`src/tcoc_pkg.sv`:
```
package tcoc_pkg;

    localparam int CNT_W = 16;
    localparam logic [15:0] CNT_MAX = 16'hffff;
    localparam logic [15:0] CNT_BOTTOM = 16'h0000;
    localparam logic [15:0] CNT_STEP = 16'h0001;

    localparam logic [3:0] WGM_NORMAL = 4'h0;
    localparam logic [3:0] WGM_CTC_CMP_A = 4'h4;
    localparam logic [3:0] WGM_CTC_CAPTURE = 4'hc;

    localparam logic [1:0] COM_NONE = 2'h0;
    localparam logic [1:0] COM_TOGGLE = 2'h1;
    localparam logic [1:0] COM_CLEAR = 2'h2;
    localparam logic [1:0] COM_SET = 2'h3;

    localparam logic [15:0] RST_COUNTER = 16'h0000;
    localparam logic [15:0] RST_COMPARE = 16'h0000;
    localparam logic [15:0] RST_CAPTURE = 16'h0000;
    localparam logic RST_OUTPUT_BIT = 1'b0;
    localparam logic RST_FLAG = 1'b0;
    localparam logic [1:0] RST_COM = 2'h0;

    localparam int NUM_CHAN = 2;

    typedef enum logic [1:0] {
        CNT_NORMAL,
        CNT_CTC_A,
        CNT_CTC_CAP,
        CNT_PWM
    } tcoc_count_t;

endpackage : tcoc_pkg

```
`src/tcoc_cmp_if.sv`:
```
`timescale 1ns/100ps

interface tcoc_cmp_if;
    logic tick;
    logic [15:0] counter;
    logic [15:0] compare_value;
    logic blocked;
    logic [1:0] output_mode;
    logic force_strobe;
    logic non_pwm;
    logic flag_clr;
    logic port_data;
    logic port_dir;
    logic match;
    logic flag;
    logic oc_bit;
    logic pin_out;
    logic pin_oe;

    modport channel (
        input tick, counter, compare_value, blocked, output_mode, force_strobe,
        input non_pwm, flag_clr, port_data, port_dir,
        output match, flag, oc_bit, pin_out, pin_oe
    );

    modport timer (
        output tick, counter, compare_value, blocked, output_mode, force_strobe,
        output non_pwm, flag_clr, port_data, port_dir,
        input match, flag, oc_bit, pin_out, pin_oe
    );
endinterface : tcoc_cmp_if

```
`src/tcoc_channel.sv`:
```
`timescale 1ns/100ps

module tcoc_channel (
    input wire logic clk,
    input wire logic rst,
    tcoc_cmp_if.channel ch
);

    logic [1:0] com_reg;
    logic oc_reg;
    logic oc_next;
    logic flag_reg;
    logic pin_out_reg;
    logic pin_oe_reg;
    logic act;

    // Written counter blocks the match on the following timer tick
    assign ch.match = ch.tick & ~ch.blocked & (ch.counter == ch.compare_value);

    // Forced compare acts only in non-PWM modes and never sets the flag
    assign act = ch.match | (ch.force_strobe & ch.non_pwm);

    // Action uses the mode held before this cycle, so a new mode waits for a later match
    always_comb begin
        oc_next = oc_reg;
        if (act) begin
            case (com_reg)
                tcoc_pkg::COM_NONE: oc_next = oc_reg;
                tcoc_pkg::COM_TOGGLE: oc_next = ~oc_reg;
                tcoc_pkg::COM_CLEAR: oc_next = 1'b0;
                tcoc_pkg::COM_SET: oc_next = 1'b1;
                default: oc_next = oc_reg;
            endcase
        end
    end

    always_ff @(posedge clk or posedge rst) begin
        if (rst) begin
            com_reg <= tcoc_pkg::RST_COM;
        end else begin
            com_reg <= ch.output_mode;
        end
    end

    // Output bit settable by a forced compare before the pin is enabled
    always_ff @(posedge clk or posedge rst) begin
        if (rst) begin
            oc_reg <= tcoc_pkg::RST_OUTPUT_BIT;
        end else begin
            oc_reg <= oc_next;
        end
    end

    // Set wins over clear
    always_ff @(posedge clk or posedge rst) begin
        if (rst) begin
            flag_reg <= tcoc_pkg::RST_FLAG;
        end else if (ch.match) begin
            flag_reg <= 1'b1;
        end else if (ch.flag_clr) begin
            flag_reg <= 1'b0;
        end
    end

    // Pin follows override and output bit in the cycle the mode register updates
    always_ff @(posedge clk or posedge rst) begin
        if (rst) begin
            pin_out_reg <= 1'b0;
            pin_oe_reg <= 1'b0;
        end else begin
            pin_oe_reg <= ch.port_dir;
            if (!ch.port_dir) begin
                pin_out_reg <= 1'b0;
            end else if (ch.output_mode != tcoc_pkg::COM_NONE) begin
                pin_out_reg <= oc_next;
            end else begin
                pin_out_reg <= ch.port_data;
            end
        end
    end

    assign ch.flag = flag_reg;
    assign ch.oc_bit = oc_reg;
    assign ch.pin_out = pin_out_reg;
    assign ch.pin_oe = pin_oe_reg;

endmodule : tcoc_channel

```
`src/tcoc_timer.sv`:
```
`timescale 1ns/100ps

// Function
// - Reset clears compare output bit
// - Nonzero output mode overrides port data
// - Port direction bit still controls pin
// - Software can preset output bit before enable
// - Output mode never affects capture unit
// - Output mode zero leaves bit unchanged
// - New output mode applies at next match
// - Force strobe acts immediately in non-PWM
// - Counting depends only on waveform mode
// - Output mode selects set, clear, toggle
// - Mode zero counts up, wraps at max
// - Overflow set when counter wraps from max to zero
// - Overflow interrupt execution clears flag
// - Normal mode accepts counter writes anytime
// - Modes 4/12 clear on A/capture match
// - Top match sets A or capture flag
// - Top unbuffered; lower top wraps first
// - Toggle mode toggles A on match
// - Toggle frequency clock over 2N(1+A)
// - Overflow set on max to zero
// - Force sets no flag, keeps counter
// - Match sets flag next timer cycle
// - Counter write blocks next cycle's match
module tcoc_timer (
    input wire logic clk,
    input wire logic rst,
    input wire logic timer_tick,
    input wire logic [3:0] waveform_mode,
    input wire logic [1:0] compare_a_output_mode,
    input wire logic [1:0] compare_b_output_mode,
    input wire logic counter_write,
    input wire logic [15:0] counter_write_value,
    input wire logic compare_a_write,
    input wire logic [15:0] compare_a_write_value,
    input wire logic compare_b_write,
    input wire logic [15:0] compare_b_write_value,
    input wire logic capture_write,
    input wire logic [15:0] capture_write_value,
    input wire logic capture_event,
    input wire logic force_compare_a_strobe,
    input wire logic force_compare_b_strobe,
    input wire logic overflow_clear,
    input wire logic overflow_int_ack,
    input wire logic compare_a_clear,
    input wire logic compare_a_int_ack,
    input wire logic compare_b_clear,
    input wire logic compare_b_int_ack,
    input wire logic capture_clear,
    input wire logic capture_int_ack,
    input wire logic port_a_data,
    input wire logic port_a_dir,
    input wire logic port_b_data,
    input wire logic port_b_dir,
    output logic [15:0] counter_value,
    output logic [15:0] compare_a_value,
    output logic [15:0] compare_b_value,
    output logic [15:0] capture_value,
    output logic overflow_flag,
    output logic compare_a_flag,
    output logic compare_b_flag,
    output logic capture_flag,
    output logic compare_a_output_bit,
    output logic compare_b_output_bit,
    output logic pin_a_out,
    output logic pin_a_oe,
    output logic pin_b_out,
    output logic pin_b_oe
);

    function automatic tcoc_pkg::tcoc_count_t count_mode(input logic [3:0] wgm);
        case (wgm)
            tcoc_pkg::WGM_NORMAL: count_mode = tcoc_pkg::CNT_NORMAL;
            tcoc_pkg::WGM_CTC_CMP_A: count_mode = tcoc_pkg::CNT_CTC_A;
            tcoc_pkg::WGM_CTC_CAPTURE: count_mode = tcoc_pkg::CNT_CTC_CAP;
            default: count_mode = tcoc_pkg::CNT_PWM;
        endcase
    endfunction : count_mode

    logic [15:0] counter_reg;
    logic [15:0] counter_next;
    logic [15:0] compare_a_reg;
    logic [15:0] compare_b_reg;
    logic [15:0] capture_reg;
    logic overflow_reg;
    logic capture_flag_reg;
    logic block_reg;
    tcoc_pkg::tcoc_count_t mode;
    logic cap_top_match;
    logic top_match;
    logic wrap_now;
    logic capture_take;

    logic [15:0] cmp_val [tcoc_pkg::NUM_CHAN];
    logic [1:0] com_in [tcoc_pkg::NUM_CHAN];
    logic force_in [tcoc_pkg::NUM_CHAN];
    logic clr_in [tcoc_pkg::NUM_CHAN];
    logic pdata_in [tcoc_pkg::NUM_CHAN];
    logic pdir_in [tcoc_pkg::NUM_CHAN];

    tcoc_cmp_if chan_if [tcoc_pkg::NUM_CHAN] ();

    assign mode = count_mode(waveform_mode);

    assign cmp_val[0] = compare_a_reg;
    assign cmp_val[1] = compare_b_reg;
    assign com_in[0] = compare_a_output_mode;
    assign com_in[1] = compare_b_output_mode;
    assign force_in[0] = force_compare_a_strobe;
    assign force_in[1] = force_compare_b_strobe;
    assign clr_in[0] = compare_a_clear | compare_a_int_ack;
    assign clr_in[1] = compare_b_clear | compare_b_int_ack;
    assign pdata_in[0] = port_a_data;
    assign pdata_in[1] = port_b_data;
    assign pdir_in[0] = port_a_dir;
    assign pdir_in[1] = port_b_dir;

    genvar gi;
    generate
        for (gi = 0; gi < tcoc_pkg::NUM_CHAN; gi++) begin : g_chan
            assign chan_if[gi].tick = timer_tick;
            assign chan_if[gi].counter = counter_reg;
            assign chan_if[gi].compare_value = cmp_val[gi];
            assign chan_if[gi].blocked = block_reg;
            assign chan_if[gi].output_mode = com_in[gi];
            assign chan_if[gi].force_strobe = force_in[gi];
            assign chan_if[gi].non_pwm = (mode != tcoc_pkg::CNT_PWM);
            assign chan_if[gi].flag_clr = clr_in[gi];
            assign chan_if[gi].port_data = pdata_in[gi];
            assign chan_if[gi].port_dir = pdir_in[gi];

            tcoc_channel u_chan (
                .clk(clk),
                .rst(rst),
                .ch(chan_if[gi])
            );
        end
    endgenerate

    // Top comparisons are against live registers, no buffering
    assign cap_top_match = timer_tick & ~block_reg & (counter_reg == capture_reg);

    always_comb begin
        case (mode)
            tcoc_pkg::CNT_CTC_A: top_match = chan_if[0].match;
            tcoc_pkg::CNT_CTC_CAP: top_match = cap_top_match;
            tcoc_pkg::CNT_NORMAL: top_match = 1'b0;
            default: top_match = 1'b0;
        endcase
    end

    assign wrap_now = timer_tick & ~counter_write & (counter_reg == tcoc_pkg::CNT_MAX);

    always_comb begin
        counter_next = counter_reg;
        if (counter_write) begin
            counter_next = counter_write_value;
        end else if (timer_tick) begin
            if (top_match) begin
                counter_next = tcoc_pkg::CNT_BOTTOM;
            end else begin
                counter_next = counter_reg + tcoc_pkg::CNT_STEP;
            end
        end
    end

    always_ff @(posedge clk or posedge rst) begin
        if (rst) begin
            counter_reg <= tcoc_pkg::RST_COUNTER;
        end else begin
            counter_reg <= counter_next;
        end
    end

    // Held until a timer tick consumes it, so it also works while stopped
    always_ff @(posedge clk or posedge rst) begin
        if (rst) begin
            block_reg <= 1'b0;
        end else if (counter_write) begin
            block_reg <= 1'b1;
        end else if (timer_tick) begin
            block_reg <= 1'b0;
        end
    end

    always_ff @(posedge clk or posedge rst) begin
        if (rst) begin
            compare_a_reg <= tcoc_pkg::RST_COMPARE;
        end else if (compare_a_write) begin
            compare_a_reg <= compare_a_write_value;
        end
    end

    always_ff @(posedge clk or posedge rst) begin
        if (rst) begin
            compare_b_reg <= tcoc_pkg::RST_COMPARE;
        end else if (compare_b_write) begin
            compare_b_reg <= compare_b_write_value;
        end
    end

    // Capture input is idle while the capture register defines top
    assign capture_take = capture_event & (mode != tcoc_pkg::CNT_CTC_CAP);

    always_ff @(posedge clk or posedge rst) begin
        if (rst) begin
            capture_reg <= tcoc_pkg::RST_CAPTURE;
        end else if (capture_write) begin
            capture_reg <= capture_write_value;
        end else if (capture_take) begin
            capture_reg <= counter_reg;
        end
    end

    // Set wins over clear
    always_ff @(posedge clk or posedge rst) begin
        if (rst) begin
            capture_flag_reg <= tcoc_pkg::RST_FLAG;
        end else if (capture_take) begin
            capture_flag_reg <= 1'b1;
        end else if ((mode == tcoc_pkg::CNT_CTC_CAP) && cap_top_match) begin
            capture_flag_reg <= 1'b1;
        end else if (capture_clear || capture_int_ack) begin
            capture_flag_reg <= 1'b0;
        end
    end

    // Set wins over clear; counting itself never clears it
    always_ff @(posedge clk or posedge rst) begin
        if (rst) begin
            overflow_reg <= tcoc_pkg::RST_FLAG;
        end else if (wrap_now) begin
            overflow_reg <= 1'b1;
        end else if (overflow_int_ack || overflow_clear) begin
            overflow_reg <= 1'b0;
        end
    end

    // Compare A flag doubles as the top flag in mode 4
    assign counter_value = counter_reg;
    assign compare_a_value = compare_a_reg;
    assign compare_b_value = compare_b_reg;
    assign capture_value = capture_reg;
    assign overflow_flag = overflow_reg;
    assign capture_flag = capture_flag_reg;
    assign compare_a_flag = chan_if[0].flag;
    assign compare_b_flag = chan_if[1].flag;
    assign compare_a_output_bit = chan_if[0].oc_bit;
    assign compare_b_output_bit = chan_if[1].oc_bit;
    assign pin_a_out = chan_if[0].pin_out;
    assign pin_a_oe = chan_if[0].pin_oe;
    assign pin_b_out = chan_if[1].pin_out;
    assign pin_b_oe = chan_if[1].pin_oe;

endmodule : tcoc_timer

```
`config.mk`:
```
export PLATFORM = sky130hd
export DESIGN_NAME = tcoc_timer
export DESIGN_NICKNAME = d
export VERILOG_FILES = /design/src/tcoc_pkg.sv /design/src/tcoc_cmp_if.sv /design/src/tcoc_channel.sv /design/src/tcoc_timer.sv
export SDC_FILE = /design/constraint.sdc
export NUM_CORES = 1
export LEC_CHECK = 0
export BUFFER_PORTS_ARGS = -buffer_cell sky130_fd_sc_hd__buf_2
export CORE_ASPECT_RATIO = 1.25
export CORE_MARGIN = 5
export CORE_UTILIZATION = 49
export CTS_CLUSTER_SIZE = 14
export DETAILED_ROUTE_END_ITERATION = 16
export PLACE_DENSITY = 0.89
export RECOVER_POWER = 100
export SETUP_SLACK_MARGIN = 0.3
export SLEW_MARGIN = 20
export SYNTH_ARGS = -nofsm -noshare
export SYNTH_HDL_FRONTEND = slang
export SYNTH_SLANG_ARGS = --single-unit
```
`constraint.sdc`:
```
create_clock -name clk -period 2.8 [get_ports clk]
set_input_delay 0.42 -clock clk [delete_from_list [all_inputs] [get_ports clk]]
set_output_delay 0.42 -clock clk [all_outputs]
set_load 0.05 [all_outputs]
```
; Word level (Yosys, flattened, before mapping)
; Index checks and enable logic that the tools add are counted.
[totals]
word_cells = 91
reg_bits = 79
in_bits = 94
out_inout_bits = 74
[classes]
addsub = 1
eq_ne = 16
reduce_logical = 14
n_mux = 26
bitwise_logic = 17
[op_table]
columns = cell, count
row1 = two-way mux 16 bit, 5
row2 = == test 16 bit, 3
row3 = two-way mux 1 bit, 17
row4 = adder 16 x 1 -> 16 bit (second input constant), 1
row5 = == test 16 bit (second input constant), 1
row6 = nonzero test 2 bit, 7
row7 = == test 2 bit (second input constant), 5
row8 = AND 1 bit, 9
row9 = one-hot mux 1 bit (4 select lines), 2
row10 = == test 2 x 1 -> 1 bit (second input constant), 3
row11 = one-hot mux 2 bit (3 select lines), 1
row12 = == test 4 x 3 -> 1 bit (second input constant), 1
row13 = == test 4 bit (second input constant), 1
row14 = zero test 2 bit, 2
row15 = zero test 4 bit, 1
row16 = inequality test 2 bit (second input constant), 2
row17 = NOT 1 bit, 4
row18 = bitwise OR 1 bit, 4
row19 = nonzero test 3 bit, 1
row20 = logical OR 1 bit, 2
row21 = one-hot mux 1 bit (2 select lines), 1
row22 = logical AND 1 bit, 1

; Logic depth before layout (Yosys ltp)
; Gate-level depths: netlist (run 1).
[depth]
depth_word = 8
ltp_mapped = 11
ltp_nobuf = 10

; Cells and area by module
; Synthesis (run 1) repeated with hierarchy kept, for this count alone.
[unflattened]
cells_unflattened = 454
hier_area_um2 = 4586.9
[modules_own_cells]
columns = module, cells_per_inst, seq_area_each_um2, area_each_um2, instances
row1 = tcoc_timer, 336, 1676.6, 3535.9, 1
row2 = tcoc_channel, 59, 150.1, 525.5, 2

; Worst setup path after synthesis (run 1)
; Ideal clock, no wire load.
[synth_path]
kind = flip-flop to flip-flop
startpoint = register counter_reg[10] (netlist: counter_value[10])
endpoint = register counter_reg[10] (netlist: counter_value[10])
stages_incl_launch_ff = 9
path_buffers = 2
setup_slack_ns = 0.760
t_arrival_ns = 1.905
setup_ns = 0.135
required_ns = 2.665
period_less_slack_ns = 2.040
path_cell_list = dfrtp_1 > buf_2 > xnor2_1 > nand4_1 > nor3_2 > nand3_1 > a21oi_2 > buf_6 > o31ai_1
[synth_via]
elab_chain_cells = 6
elab_cells_between_ends = 9
cone_classes = add/sub (1) / eq/ne (2) / mux (4) / bitwise (2)
[synth_lines]
columns = item, line
row1 = start: declaration, tcoc_timer.sv:82  ; logic [15:0] counter_reg;
row2 = start signal: assignment, tcoc_timer.sv:171  ; counter_reg <= tcoc_pkg::RST_COUNTER;
row3 = start signal: assignment, tcoc_timer.sv:173  ; counter_reg <= counter_next;
row4 = branches (longest 3 deep; another with adder 16 x 1 -> 16 bit), n/a
row5 = two-way mux 16 bit (*), tcoc_timer.sv:161  ; if (top_match) begin
row6 = two-way mux 16 bit (*), tcoc_timer.sv:160  ; end else if (timer_tick) begin
row7 = two-way mux 16 bit (*), tcoc_timer.sv:158  ; if (counter_write) begin
; Mark *: on every way between the ends. The select of a mux whose other input is x is not followed.
; A chain may end at the register's enable or synchronous reset.

; Final worst setup path (run 1)
[layout_path]
startpoint = register counter_reg[0] (netlist: counter_value[0])
endpoint = register counter_reg[9] (netlist: counter_value[9])
; The elaborated chain is that of the path after synthesis.

==> metrics, run 1 <==
# nets final 649; sequential-to-total area share from yosys stat 0.474; Clock transition at path regs 0.09 ns; hold-critical path depth 1; vias in the first global route 3930; CTS H-tree lvls 3; Placed Area 5030 um^2; Slew Viols, Final 39; CTS tree done; CTS max path bufs 2; Required @ worst endpoint 2.99 ns; Final Cell Area 5120 um^2; Tot GR Track Use 0.248; top achievable clock speed 417 MHz; Crit Path Category reg -> reg; Critical R2R Capture counter_value[9]$_DFFE_PP0P_; Core ar. 8290 um^2; min-delay worst type in -> reg; Setup WS post-layout 0.402 ns; fin util 0.618; Die Wd 92.5 um; critical path arrival 2.59 ns; post-synth top area share 0.474; delay of the slowest critical-path stage 0.56 ns; post-DP HPWL 9760 um; Num CTS Buffers 9; DIE AREA 10500 um^2; R2R depth 6; post-cts resize count 0; largest net degree at the start of global routing 39; DRT Pass-1 Iters 4; Syn Nets 494; cell chosen for the clock root clkbuf_8; site row count 37; input/output buffers 167; FF-to-FF setup slack 0.40 ns; RSZ-0062 raised after global routing false; Final setup viols 0; Initial Util 0.503; Syn. warnings 0; actual slew at the worst max-slew pin 1.76 ns; first-pass GRT wire length 20100 um; # diodes 0; crit path cell chain xor2_1, nor4_1, and3_2, nand3_1, a21oi_2, o31ai_1; Seq cells post-synth 79; Clock Latency Late Sink 0.37 ns; RR Startpoint counter_value[0]$_DFFE_PP0P_; synthesized cell area 4170 um^2; crit start category register; final wirelength 12500 um; CP top delay family compound AO/OA/AOI/OAI gates; endpoints failing hold 0; CP max FO 12; Gate Count Post-Synth 396; Sink Count 79; Post-CTS Setup Inserts 0; Static Leakage 0.00221 uW; WP buf/inv 0; CP Capture Type register; hold endpoint g_chan[1].u_chan.ch.pin_oe$_DFF_PP0_; status finished with violations; area of the multi-input gates 2020 um^2; post-route DRC violation count 0; share of flip-flops with an asynchronous set or reset 1.00; GR Overflow Total 0; Filler cells 732; Die Y 113 um; Ports 168; PD cells 622 nW/um^2; initial antenna violation count 0; Rel. slew slack -0.182; Area Overhead vs Synth 22.8%; Post-synth EDFFs 0; share of post-route cells with drive strength above 1 0.264; Clock Skews 0.0128 ns; Reg area 1980 um^2; VDD IR max 0.428 mV; DR vias/cell 5.60; Cell variety after synth 40; dominant synthesized flop cell dfrtp_1; fin crit share 0.856; First DRT Iteration DRCs 223; failing checks capacitance limit, slew limit; leading area contributor after synthesis dfrtp_1; Avg Inst Size Synth 10.5 um^2; Routed Antenna Nets 0; Hold WS 0.168 ns; WL per Instance 19.1 um; Max Cap Violations 1; GPL Wtd Cong 0.879; min-delay src port_b_dir; Vias 3654; Setup TNS 0 ns; Final Critical Period 2.40 ns; Place WS 0.502 ns; synth top area cells dfrtp_1, mux2_2, xnor2_1; Post-CTS Hold Buffers 0; CP max-delay cell a21oi_2
-- worst max-delay path by stage --
stage,from,to,slack [ns],depth (start not counted)
2_1_floorplan,rst,block_reg$_DFFE_PP0P_,0.36,1
3_3_place_gp,counter_value[0]$_DFFE_PP0P_,counter_value[12]$_DFFE_PP0P_,0.51,6
3_5_place_dp,counter_value[0]$_DFFE_PP0P_,counter_value[9]$_DFFE_PP0P_,0.50,6
4_1_cts,counter_value[0]$_DFFE_PP0P_,counter_value[9]$_DFFE_PP0P_,0.47,6
5_1_grt,counter_value[0]$_DFFE_PP0P_,counter_value[15]$_DFFE_PP0P_,0.29,6
6_report,counter_value[0]$_DFFE_PP0P_,counter_value[9]$_DFFE_PP0P_,0.40,6
-- cell type report --
| type | count | share of cell area |
|---|---|---|
| clock buffer | 9 | 0.0242 |
| clock inverter | 7 | 0.0144 |
| inverter | 4 | 0.00318 |
| multi-input combinational | 282 | 0.395 |
| sequential | 79 | 0.386 |
| tap | 97 | 0.0237 |
| timing repair buffer | 175 | 0.154 |
-- logic make-up after synthesis --
logic type | count (synthesis) | share of synthesized area
adder cells (fa/ha/maj) | 4 | 0.0120
AND/OR/NAND/NOR | 118 | 0.141
multiplexers | 50 | 0.130
flip-flops | 79 | 0.474
AO/OA/AOI/OAI | 48 | 0.0714
XOR/XNOR | 62 | 0.130
buffers and inverters | 35 | 0.0411
-- per-stage QoR --
step / std cells / total power [uW]
after floorplan: 396 / 2090
after global placement: 637 / 2360
after detailed placement: 637 / 2390
after CTS: 653 / 3230
after global routing: 653 / 3320
final: 653 / 3180
-- synthesized netlist by cell type, types with 4 or more instances --
master    number
o21ai_0       23
nor2_1        13
a31oi_1        4
nand2_1       50
buf_2         17
xnor2_1       41
nand4_1       13
inv_1          4
dfrtp_1       79
nand3_1       11
o31ai_1       12
ha_1           4
clkbuf_1      11
nor2b_1        6
mux2i_1       18
xor2_1        21
mux2_2        32
nor4_1         5
-- cell usage in the layout, fill, tap and decap left out, types with 2 or more instances in the layout --
master / instances
ha_1: 4
buf_4: 5
nor4b_1: 2
inv_1: 3
o31ai_1: 12
clkinvlp_4: 4
a21oi_1: 2
and4_1: 2
clkbuf_2: 2
o21ai_0: 23
mux2_2: 32
nor3_1: 3
nand2_1: 50
nor2b_1: 6
or2_2: 2
nand2b_1: 2
buf_2: 86
xnor2_1: 41
nand3_1: 11
nor4_1: 5
nand4_1: 13
xor2_1: 21
nand4b_1: 3
mux2i_1: 18
nor2_1: 13
clkbuf_1: 82
clkbuf_8: 9
a31oi_1: 4
dfrtp_1: 79
-- metal layers --
metal	GRT usage	wire length [um]	up-vias
li1	-	-	1678
met1	0.284	4570	1785
met2	0.434	6550	162
met3	0.0505	967	29
met4	0.129	398	0
met5	0	0	-
-- power by group --
| part | internal [uW] | switching [uW] |
|---|---|---|
| clock | 411 | 440 |
| sequential | 1240 | 167 |
| combinational | 288 | 634 |
| total | 1940 | 1240 |
Power figures use the tool's default switching activity.
==> run 2, diff against run 1 <==
--- a/config.mk
+++ b/config.mk
@@ -5,13 +5,13 @@
 export SDC_FILE = /design/constraint.sdc
 export NUM_CORES = 1
 export LEC_CHECK = 0
-export BUFFER_PORTS_ARGS = -buffer_cell sky130_fd_sc_hd__buf_2
 export CORE_ASPECT_RATIO = 1.25
 export CORE_MARGIN = 5
-export CORE_UTILIZATION = 49
+export CORE_UTILIZATION = 63
 export CTS_CLUSTER_SIZE = 14
 export DETAILED_ROUTE_END_ITERATION = 16
-export PLACE_DENSITY = 0.89
+export DONT_BUFFER_PORTS = 1
+export PLACE_DENSITY = 0.87
 export RECOVER_POWER = 100
 export SETUP_SLACK_MARGIN = 0.3
 export SLEW_MARGIN = 20
==> run 2 against run 1 <==
Die area shrank 20%; the run still ends with capacitance limit, slew limit left; hold slack lost 0.071 ns; combinational power shrank 45%; total power grew 3.9%; utilization grew 7.3 points; via count shrank 17%; setup slack lost 0.049 ns; clock skew shrank 0.0049 ns; clock power grew 32%; critical path depth grew 1.
==> metrics, run 2 (synthesized netlist as in run 1, its figures left out) <==
Slew Viols, Final 37; vias in the first global route 3199; input/output buffers 0; Critical R2R Capture counter_value[1]$_DFFE_PP0P_; placed cell count 474; cell chosen for the clock root clkbuf_8; final wirelength 11300 um; Sink Count 79; Final Critical Period 2.45 ns; Crit Path Category reg -> reg; CTS max path bufs 2; WL per Instance 23.2 um; Area Overhead vs Synth 8.04%; hold endpoint g_chan[0].u_chan.ch.pin_oe$_DFF_PP0_; fin util 0.690; min-delay src port_a_dir; First DRT Iteration DRCs 262; VDD IR max 0.509 mV; GPL Wtd Cong 0.905; CTS H-tree lvls 3; status finished with violations; endpoints failing hold 0; hold-critical path depth 0; post-route DRC violation count 0; DIE AREA 8350 um^2; Setup TNS 0 ns; CP Launch Point counter_value[12]$_DFFE_PP0P_; Clock Skews 0.00786 ns; RSZ-0062 raised after global routing false; RR Startpoint counter_value[12]$_DFFE_PP0P_; Required @ worst endpoint 3.04 ns; Static Leakage 0.00183 uW; CP max FO 6; Die Wd 82.8 um; initial antenna violation count 0; top achievable clock speed 409 MHz; actual slew at the worst max-slew pin 1.66 ns; Core ar. 6520 um^2; critical path arrival 2.68 ns; fin crit share 0.874; Clock transition at path regs 0.08 ns; R2R depth 7; Ports 168; post-DP HPWL 8630 um; Clock Latency Late Sink 0.34 ns; Final setup viols 0; CTS tree done; Hold WS 0.0968 ns; DR vias/cell 6.19; site row count 33; post-route non-filler standard cell count 490; Post-CTS Hold Buffers 0; crit start category register; # diodes 0; commonest non-fill, non-tap cell in the layout dfrtp_1; Rel. slew slack -0.113; most frequent cells in the layout dfrtp_1, nand2_1, xnor2_1; DRT Pass-1 Iters 4; GR Overflow Total 0; Initial Util 0.639; share of post-route cells with drive strength above 1 0.149; PD cells 735 nW/um^2; FF-to-FF setup slack 0.35 ns; CP Capture Type register; Max Cap Violations 1; # nets final 496; Num CTS Buffers 9; first-pass GRT wire length 17300 um; Vias 3033; Routed Antenna Nets 0; Die Y 101 um; min-delay worst type in -> reg; largest net degree at the start of global routing 45; Tot GR Track Use 0.279; failing checks capacitance limit, slew limit
==> run 2: changes by cell type in the layout (fill, tap and decap cells not counted), sizes merged <==
cell and change:
clkinvlp -3, buf -85, clkbuf -68, bufinv +3
==> run 2: power by group <==
| part | switching, uW | internal, uW |
|---|---|---|
| combinational | 290 | 216 |
| sequential | 447 | 1240 |
| clock | 434 | 685 |
| total | 1170 | 2140 |
==> run 2: cell type report <==
type / count / area, um^2
clock buffer: 9 / 124
tap: 87 / 109
fill: 536 / 2020
timing repair buffer: 22 / 106
multi-input combinational: 282 / 2030
sequential: 79 / 1980
inverter: 4 / 16.3
clock inverter: 7 / 145
==> run 2: critical path, cell delays in order (launching register included) <==
cell      delay [ns]
dfrtp_1         0.52
clkbuf_1        0.60
xnor2_1         0.22
nand4_1         0.12
nor4b_1         0.36
a32oi_1         0.22
a31oi_1         0.21
o21ai_0         0.08
==> run 2: worst max-delay path by stage <==
stage | end | cells after the start | slack (ns)
finish | counter_value[1]$_DFFE_PP0P_ | 7 | 0.35
global route | counter_value[1]$_DFFE_PP0P_ | 7 | 0.18
CTS | counter_value[12]$_DFFE_PP0P_ | 6 | 0.46
detailed placement | counter_value[3]$_DFFE_PP0P_ | 6 | 0.50
global placement | counter_value[3]$_DFFE_PP0P_ | 6 | 0.57
floorplan | block_reg$_DFFE_PP0P_ | 1 | 0.36
==> run 2: repair_timing <==
action                                 in CTS  in global routing
setup buffers                               0                  0
endpoints found under the hold margin       0                  0
setup endpoints to repair                   0                  4
gates resized for setup                     0                  1
==> run 2: stage by stage <==
stage	setup WS (ns)	cell area, um^2	total power, uW
3_5_place_dp	0.499	4300	2230
5_1_grt	0.183	4500	3430
4_1_cts	0.458	4570	3340
3_3_place_gp	0.573	4300	2210
2_1_floorplan	0.357	4170	2090
6_report	0.353	4500	3310
==> run 2: metal layers <==
| layer | global-route usage | routed length, um | vias up |
|---|---|---|---|
| met5 | 0 | 0 | - |
| met4 | 0.0956 | 195 | 0 |
| met3 | 0.0769 | 1160 | 20 |
| met2 | 0.477 | 5970 | 175 |
| li1 | - | - | 1374 |
| met1 | 0.335 | 4030 | 1464 |
